$ cat src/design/dma_addr_pkg.sv
// constants and types shared by the dma channel address register bank
//
// How it works
// - audio low bits 15..11 are read/write base address bits 15..11
// - audio low bits 10..1 are read/write offset address bits 10..1
// - audio low bit 0 reads zero; software writes zero there
// - audio high bits 15..5 read zero; software writes zero there
// - audio high bits 4..0 are read/write base address bits 20..16
// - keyboard low bits 15..11 are read/write base address bits 15..11
// - keyboard low bits 10..1 are read/write offset address bits 10..1
// - keyboard low bit 0 reads zero; software writes zero there
// - audio low decoded at index 0x0B00002C, audio high at 0x0B00002E
// - keyboard low decoded at index 0x0B000030
// - keyboard high bits 4..0 hold bits 20..16; bits 15..5 read zero
// - keyboard high decoded at index 0x0B000032, reset value 0x001F
package dma_addr_pkg;

  // register indices; byte address is four times the index
  localparam logic [31:0] AUD_LOW_IDX = 32'h0B00002C;
  localparam logic [31:0] AUD_HIGH_IDX = 32'h0B00002E;
  localparam logic [31:0] KEY_LOW_IDX = 32'h0B000030;
  localparam logic [31:0] KEY_HIGH_IDX = 32'h0B000032;

  // values after reset
  localparam logic [15:0] AUD_LOW_RESET = 16'hE000;
  localparam logic [15:0] AUD_HIGH_RESET = 16'h001F;
  localparam logic [15:0] KEY_LOW_RESET = 16'hD800;
  localparam logic [15:0] KEY_HIGH_RESET = 16'h001F;

  // writable bits of each half
  localparam logic [15:0] LOW_MASK = 16'hFFFE;
  localparam logic [15:0] HIGH_MASK = 16'h001F;

  // field positions of the channel address
  localparam int HIGH_FIELD_W = 5;
  localparam int ADDR_W = 32;
  localparam int PAD_W = ADDR_W - 16 - HIGH_FIELD_W;

  // channel numbering
  localparam int NUM_CH = 2;
  localparam int CH_AUDIO = 0;
  localparam int CH_KEYBOARD = 1;

  // ahb-lite encodings
  localparam logic [1:0] HTRANS_NONSEQ = 2'b10;
  localparam logic [2:0] HSIZE_WORD = 3'b010;
  localparam logic HRESP_OKAY = 1'b0;

  // register selected by an address phase
  typedef enum logic [2:0] {
    SEL_NONE = 3'b000,
    SEL_AUD_LOW = 3'b001,
    SEL_AUD_HIGH = 3'b011,
    SEL_KEY_LOW = 3'b010,
    SEL_KEY_HIGH = 3'b110
  } reg_sel_e;

  // bus data phase state
  typedef enum logic [1:0] {
    PH_IDLE = 2'b00,
    PH_WRITE = 2'b01,
    PH_READ = 2'b11
  } phase_e;

endpackage

$ cat src/design/dma_addr_regs.sv
// ahb-lite register bank holding the audio and keyboard dma addresses
//
// Added by the designer: the AHB-Lite register port.
module dma_addr_regs (
  input wire logic hclk,
  input wire logic hresetn,
  input wire logic hsel,
  input wire logic [31:0] haddr,
  input wire logic [1:0] htrans,
  input wire logic hwrite,
  input wire logic [2:0] hsize,
  input wire logic hready,
  input wire logic [31:0] hwdata,
  output logic [31:0] hrdata,
  output logic hreadyout,
  output logic hresp,
  output logic [dma_addr_pkg::ADDR_W-1:0] audio_dma_addr,
  output logic [dma_addr_pkg::ADDR_W-1:0] keyboard_dma_addr
);
  import dma_addr_pkg::*;

  // address phase qualification
  logic access;
  logic word_access;
  reg_sel_e addr_sel;

  // data phase tracking
  phase_e phase_q;
  phase_e phase_d;
  reg_sel_e sel_q;
  reg_sel_e sel_d;

  // read data and response
  logic [31:0] hrdata_q;
  logic [31:0] hrdata_d;
  logic hreadyout_q;
  logic hresp_q;

  // write strobes and register contents per channel
  logic [NUM_CH-1:0] low_we;
  logic [NUM_CH-1:0] high_we;
  logic [15:0] low_val [NUM_CH];
  logic [15:0] high_val [NUM_CH];

  // values a read must see, including a write still in its data phase
  logic [15:0] low_fwd [NUM_CH];
  logic [15:0] high_fwd [NUM_CH];
  logic [15:0] read_half;

  // byte address of a register index
  function automatic logic [31:0] byte_addr(input logic [31:0] idx);
    byte_addr = {idx[29:0], 2'b00};
  endfunction

  // selection code of a channel's low half
  function automatic reg_sel_e low_sel_of(input int ch);
    low_sel_of = (ch == CH_AUDIO) ? SEL_AUD_LOW : SEL_KEY_LOW;
  endfunction

  // selection code of a channel's high half
  function automatic reg_sel_e high_sel_of(input int ch);
    high_sel_of = (ch == CH_AUDIO) ? SEL_AUD_HIGH : SEL_KEY_HIGH;
  endfunction

  // a transfer is taken when selected, active and the bus is ready
  assign access = hsel && htrans[1] && hready;
  assign word_access = access && (hsize == HSIZE_WORD);

  // address decode at the printed indices
  always_comb begin
    addr_sel = SEL_NONE;
    if (word_access) begin
      if (haddr == byte_addr(AUD_LOW_IDX)) begin
        addr_sel = SEL_AUD_LOW;
      end else if (haddr == byte_addr(AUD_HIGH_IDX)) begin
        addr_sel = SEL_AUD_HIGH;
      end else if (haddr == byte_addr(KEY_LOW_IDX)) begin
        addr_sel = SEL_KEY_LOW;
      end else if (haddr == byte_addr(KEY_HIGH_IDX)) begin
        addr_sel = SEL_KEY_HIGH;
      end else begin
        addr_sel = SEL_NONE; // unmapped: reads zero, writes dropped
      end
    end
  end

  // next data phase: idle, write or read
  always_comb begin
    phase_d = PH_IDLE;
    sel_d = SEL_NONE;
    if (access) begin
      sel_d = addr_sel;
      if (hwrite) begin
        phase_d = PH_WRITE;
      end else begin
        phase_d = PH_READ;
      end
    end
  end

  // register the data phase
  always_ff @(posedge hclk or negedge hresetn) begin
    if (!hresetn) begin
      phase_q <= PH_IDLE;
      sel_q <= SEL_NONE;
    end else begin
      phase_q <= phase_d;
      sel_q <= sel_d;
    end
  end

  // write strobes and forwarding, one pass per channel
  genvar ch;
  generate
    for (ch = 0; ch < NUM_CH; ch++) begin : g_ch
      localparam logic [15:0] LR =
        (ch == CH_AUDIO) ? AUD_LOW_RESET : KEY_LOW_RESET;
      localparam logic [15:0] HR =
        (ch == CH_AUDIO) ? AUD_HIGH_RESET : KEY_HIGH_RESET;

      // strobe the half named by the write's address phase
      assign low_we[ch] = (phase_q == PH_WRITE) &&
                          (sel_q == low_sel_of(ch));
      assign high_we[ch] = (phase_q == PH_WRITE) &&
                           (sel_q == high_sel_of(ch));

      // a read right behind a write sees the written value
      assign low_fwd[ch] = low_we[ch] ?
                           (hwdata[15:0] & LOW_MASK) : low_val[ch];
      assign high_fwd[ch] = high_we[ch] ?
                            (hwdata[15:0] & HIGH_MASK) : high_val[ch];

      dma_chan_addr #(
        .LOW_RESET(LR),
        .HIGH_RESET(HR)
      ) u_chan (
        .hclk(hclk),
        .hresetn(hresetn),
        .low_we(low_we[ch]),
        .high_we(high_we[ch]),
        .wdata(hwdata[15:0]),
        .low_q(low_val[ch]),
        .high_q(high_val[ch])
      );
    end
  endgenerate

  // read mux; reserved bits and the upper half word read zero
  always_comb begin
    read_half = 16'h0000;
    unique case (addr_sel)
      SEL_AUD_LOW: read_half = low_fwd[CH_AUDIO];
      SEL_AUD_HIGH: read_half = high_fwd[CH_AUDIO];
      SEL_KEY_LOW: read_half = low_fwd[CH_KEYBOARD];
      SEL_KEY_HIGH: read_half = high_fwd[CH_KEYBOARD];
      SEL_NONE: read_half = 16'h0000;
    endcase
  end

  // read data is fetched during the address phase and held
  always_comb begin
    hrdata_d = hrdata_q;
    if (access && !hwrite) begin
      hrdata_d = {16'h0000, read_half};
    end
  end

  // bus outputs: no wait states, always an okay response
  always_ff @(posedge hclk or negedge hresetn) begin
    if (!hresetn) begin
      hrdata_q <= 32'h00000000;
      hreadyout_q <= 1'b1;
      hresp_q <= HRESP_OKAY;
    end else begin
      hrdata_q <= hrdata_d;
      hreadyout_q <= 1'b1;
      hresp_q <= HRESP_OKAY;
    end
  end

  assign hrdata = hrdata_q;
  assign hreadyout = hreadyout_q;
  assign hresp = hresp_q;

  // channel addresses handed to the dma control logic, taken as stored
  assign audio_dma_addr = {{PAD_W{1'b0}},
    high_val[CH_AUDIO][HIGH_FIELD_W-1:0], low_val[CH_AUDIO]};
  assign keyboard_dma_addr = {{PAD_W{1'b0}},
    high_val[CH_KEYBOARD][HIGH_FIELD_W-1:0],
    low_val[CH_KEYBOARD]};

endmodule

$ cat src/design/dma_chan_addr.sv
// one dma channel's low and high address register pair
module dma_chan_addr #(
  parameter logic [15:0] LOW_RESET = 16'h0000,
  parameter logic [15:0] HIGH_RESET = 16'h0000
) (
  input wire logic hclk,
  input wire logic hresetn,
  input wire logic low_we,
  input wire logic high_we,
  input wire logic [15:0] wdata,
  output logic [15:0] low_q,
  output logic [15:0] high_q
);
  import dma_addr_pkg::*;

  logic [15:0] low_d;
  logic [15:0] high_d;

  // next values; read-only bits are forced to zero on every write
  always_comb begin
    low_d = low_q;
    high_d = high_q;
    if (low_we) begin
      low_d = wdata & LOW_MASK;
    end
    if (high_we) begin
      high_d = wdata & HIGH_MASK;
    end
  end

  // register the pair
  always_ff @(posedge hclk or negedge hresetn) begin
    if (!hresetn) begin
      low_q <= LOW_RESET;
      high_q <= HIGH_RESET;
    end else begin
      low_q <= low_d;
      high_q <= high_d;
    end
  end

endmodule
$ cat config.mk
export PLATFORM = sky130hd
export DESIGN_NAME = dma_addr_regs
export DESIGN_NICKNAME = d
export VERILOG_FILES = /design/src/design/dma_addr_pkg.sv /design/src/design/dma_addr_regs.sv /design/src/design/dma_chan_addr.sv
export SDC_FILE = /design/constraint.sdc
export NUM_CORES = 1
export LEC_CHECK = 0
export BUFFER_PORTS_ARGS = -buffer_cell sky130_fd_sc_hd__buf_2
export CORE_UTILIZATION = 45
export CTS_CLUSTER_SIZE = 25
export DETAILED_ROUTE_END_ITERATION = 8
export PLACE_DENSITY = 0.76
export SLEW_MARGIN = 20
export SYNTH_ARGS = -nofsm -noshare
export SYNTH_HDL_FRONTEND = slang
export SYNTH_SLANG_ARGS = --single-unit
$ cat constraint.sdc
create_clock -name hclk -period 3.25 [get_ports hclk]
set_input_delay 0.325 -clock hclk [delete_from_list [all_inputs] [get_ports hclk]]
set_output_delay 0.325 -clock hclk [all_outputs]
set_load 0.01 [all_outputs]
Word-level counts from Yosys, hierarchy flattened
Cells that the tools add are included.
- bits in registers: 85
- input bits: 74
- output and inout port bits: 98
- logic and storage cells: 44
- equal/unequal tests: 14
- multiplexer cells: 13
- reduce and logical (&&, ||, !) cells: 10
- operator list (operator ; count):
    32-bit by 30-bit == test with 1-bit output, second input constant ; 4
    16-bit case mux with 5 select lines ; 1
    16-bit two-way mux ; 4
    3-bit two-way mux ; 6
    3-bit by 2-bit == test with 1-bit output, second input constant ; 5
    1-bit logical AND ; 8
    3-bit by 1-bit == test with 1-bit output, second input constant ; 2
    3-bit == test, second input constant ; 2
    2-bit two-way mux ; 2
    3-bit zero test ; 1
    2-bit by 1-bit == test with 1-bit output, second input constant ; 1
    1-bit zero test ; 1

Logic depth before layout (Yosys ltp)
- word-level depth: 8
- gate-level depth with buffers: 7
- mapped depth without buffers: 5

Hierarchy
Synthesis repeated with hierarchy kept, for this count alone.
- cells, all modules: 364
- area, all modules: 4056.4 um2
- by module, submodules not included (module ; instances ; cells an instance ; area an instance (um2) ; seq. area each (um2)):
    dma_addr_regs ; 1 ; 254 ; 2258.4 ; 525.5
    dma_chan_addr (g_ch[1].u_chan) ; 1 ; 55 ; 899.6 ; 511.7
    dma_chan_addr (g_ch[0].u_chan) ; 1 ; 55 ; 898.4 ; 510.5

Worst setup path before layout
No wires, ideal clock.
- path kind: reg-to-reg
- start point: reg phase_q[1]
- end point: reg hrdata_q[15] (netlist: hrdata[15])
- setup time: 0.130 ns
- arrival: 1.717 ns
- data required time: 3.120 ns
- setup slack: 1.403 ns
- stages on the path, launching flop included: 8
- path buffers: 2
- period minus slack after synthesis: 1.847 ns
- cell sequence: dfrtp_1 nand3b_4 or3_1 buf_6 buf_6 mux2_4 a22oi_1 a21oi_1
- longest elaborated chain between the ends: 4
- elaborated cells between the ends (all ways): 10
- those cells by class: eq/ne (1); mux (5); reduce/logical (4)
- RTL lines (item ; RTL line ; text):
    from (decl) ; dma_addr_regs.sv:28 ; phase_e phase_q;
    from (signal assigned) ; dma_addr_regs.sv:107 ; phase_q <= phase_d;
    2-bit by 1-bit == test with 1-bit output (*) ; dma_addr_regs.sv:122 ; assign low_we[ch] = (phase_q == PH_WRITE) &&
    1-bit logical AND, on equally long branches ; - ;
    16-bit two-way mux ; - ;
    16-bit case mux with 5 select lines (*) ; dma_addr_regs.sv:151 ; unique case (addr_sel)
    to (signal assigned) ; dma_addr_regs.sv:175 ; hrdata_q <= hrdata_d;
    to (decl) ; dma_addr_regs.sv:34 ; logic [31:0] hrdata_q;
Every way passes the cells marked *; elsewhere a longest branch is shown, timed or not.
A chain may end at the register's enable or synchronous reset.

Worst setup path in the final report
- start point: reg phase_q[1]
- end point: reg hrdata_q[14] (netlist: hrdata[14])
Same word-level chain as after synthesis.

==> results.md <==
- Root Driver: clkbuf_8
- Antenna violations before repair: 0
- I/O pin total: 172
- Final setup viols: 0
- Post-synthesis sequential area ratio: 52.81%
- Final Hold Vio Count: 0
- Core ar.: 8721 sq um
- Max Cap Viol: 0
- GRT overflow: 0
- Post-synth EDFFs: 0
- Core Util, Final: 53.82%
- Global Route Usage Sum: 21.39%
- Synth top area cells: dfrtp_1 (42%), dfstp_2 (11%), buf_4 (9.2%)
- Layout cells sized above 1: 39.61%
- Outcome: finished clean
- N_diodes: 0
- Seq cells post-synth: 85
- Mapped Cells: 354
- Post-route cell area: 4693 sq um
- Primary FF master, synth: dfrtp_1
- Die Span Y: 97.08 um
- Largest net degree at the start of global routing: 86
- Distinct cells, synth: 48
- Yosys top cell by area: dfrtp_1
- Final min period: 2.391 ns
- Setup total negative slack: 0 ns
- Worst slew margin: 31.12%
- Startpoint Class: flip-flop
- CTS buffer count: 9
- Worst setup EP type: flip-flop
- Post-route clock skew: 0.01137 ns
- Placed Cells incl. Taps: 554
- Post-CTS setup buffer count: 0
- Largest stage delay, worst path: 0.76 ns
- Data arrival, critical path: 2.64 ns
- Max Slew Vio Count: 0
- Vias: 3027
- FFs w/ async S/R, synth: 100.0%
- Initial core utilization: 46.64%
- Row cnt: 34
- Post-CTS sizing: 0
- Final WL: 9.606 mm
- Final Cycle Share: 73.57%
- Maximum clock rate: 418.2 MHz
- Placer congestion estimate: 0.8417
- Drt drc: 0
- Die ar.: 9424 sq um
- Area growth syn-to-layout: 15.38%
- Final HPWL from detailed placement: 6.685 mm
- Critical Path RT: 3.50 ns
- Kind of critical path: flip-flop to flip-flop
- CTS Hold Bufs: 0
- Critical-path cell list: nand3b_4 -> or3_1 -> mux2_4 -> nand2b_1 -> a32o_1
- Unrepaired setup endpoints after global routing: no
- Die width: 97.08 um
- CTS Buffer Depth: 2
- Leak Pwr: 2.305 nW
- Peak VDD IR: 0.2583 mV
- Wire per inst: 16.85 um
- Cell Pwr Density: 413.7 nW/um^2
- DRT antenna net count: 0
- Slowest cell on crit path: or3_1
- CTS clk-pin slew, worst paths: 0.08 ns
- Final Net Count: 531
- Filler cells: 774
- Placement Cell Area: 4511 sq um
- Non-filler cells, final: 570
- Tightest Pin Transition: 1.033 ns
- Iter 0 DRT Violations: 171
- Worst Path Max Fanout: 16
- Sink Count: 85
- H-Tree Depth: 3
- PortBufs: 114
- Post-Syn Area: 4068 sq um
- Worst-Skew Late Latency: 0.36 ns
- HP Class: input pin to async pin
- Pre-antenna DRT Iters: 5
- Warnings from Yosys: 0
- Worst reg2reg path depth: 5
- CTS tree: done
- Avg Synthesized Cell Area: 11.49 sq um
- Post-synth top area share: 41.83%
- Vias in the first global route: 3100
- Global-route wire length before repair: 15.97 mm
- Via/cell ratio: 5.311
[Yosys cell counts (2+ instances only)]
cell / instances
mux2_2: 9
conb_1: 2
nor2_1: 7
a31oi_1: 4
a222oi_1: 9
o21ai_0: 18
inv_1: 3
buf_2: 3
mux2_1: 9
nor2b_1: 12
clkbuf_1: 11
mux2_4: 12
nand4_1: 2
a21oi_1: 23
nand2b_1: 5
a22oi_1: 8
dfrtp_1: 68
nand3_1: 11
a32o_1: 2
buf_6: 3
dfstp_2: 17
and4b_1: 2
nand2_1: 16
o21ai_1: 3
nor4_1: 5
buf_4: 50
a211oi_1: 4
and2_1: 14
and3_1: 3
[layer usage]
layer	global-route usage (%)	part of all wire, %	vias to the layer above
met5	0	0	-
met4	6.659	1.4	0
met3	5.899	6.7	14
met2	35.05	49	124
met1	27.62	43	1501
li1	-	-	1388
[critical path: cells and delay by family (launching register included)]
family          cells  cell delay (ns)
mux                 1             0.47
flops               1             0.43
simple gates        3             1.13
compound gates      1             0.26
[power by group]
group / total, mW / internal, mW / leakage (nW) / switching (mW)
Sequential: 1.09 / 1.08 / 1.06 / 0.0102
Combinational: 0.159 / 0.0619 / 1.16 / 0.0968
Clock: 0.695 / 0.319 / 0.0857 / 0.376
Total: 1.94 / 1.46 / 2.31 / 0.483
[layout make-up]
type	instances	area, sq um	area share (%)
Tap cell	108	135.1	2.879
Inverter	3	11.26	0.2399
Timing Repair Buffer	121	629.4	13.41
Clock inverter	3	20.02	0.4266
Multi-Input combinational cell	237	1590	33.88
Clock buffer	13	158.9	3.386
Sequential cell	85	2148	45.77
[per-stage QoR]
stage	worst slack [ns]	hold WS, ns	total power, mW
final	0.8591	0.01605	1.942
after global routing	0.7776	0.07020	2.016
after CTS	0.8485	0.1842	1.957
after detailed placement	0.8683	0.4673	1.267
after global placement	0.8997	0.4664	1.262
after floorplan	1.403	0.02941	1.213
[worst paths after layout]
kind	end	slack (ns)	startpoint
min in group hclk	g_ch[0].u_chan.high_q[0]	0.21	hwdata[0]
max in group asynchronous	g_ch[1].u_chan.low_q[13]	2.73	hresetn
worst min register to register	hrdata[1]	0.49	hrdata[1]
worst min-delay path	g_ch[0].u_chan.low_q[4]	0.02	hresetn
worst max-delay path	hrdata[14]	0.86	phase_q[1]
worst max register to register	hrdata[14]	0.86	phase_q[1]
[cell usage in the layout (no fill, tap or decap), drive strengths merged, types with 2 or more instances in the layout]
master	instances
nand2	17
nand2b	5
and3	3
and2	14
dfrtp	68
nand3	11
inv	3
nor2	7
a31oi	4
a32o	2
nor3b	3
dfstp	17
nor2b	12
mux2	30
conb	40
a22oi	9
nor4	5
a222oi	9
clkbuf	13
nand4	2
and4b	2
a211oi	4
o21ai	21
a21oi	23
buf	121
clkinvlp	2
[state kept, by name (all words and copies together), names as in the netlist]
register and count:
sel_q 3, g_ch.u_chan.high_q 32, phase_q 2, hrdata 16, g_ch.u_chan.low_q 32
[kinds of logic after synthesis]
kind of cell	Yosys count	synth area share [%]
AOI/OAI and AO/OA	76	12.15
buffers and inverters	70	11.72
DFF	85	52.81
muxes	31	9.659
other	2	0.1846
and+or+nand+nor	90	13.47
Power figures use the tool's default switching activity.
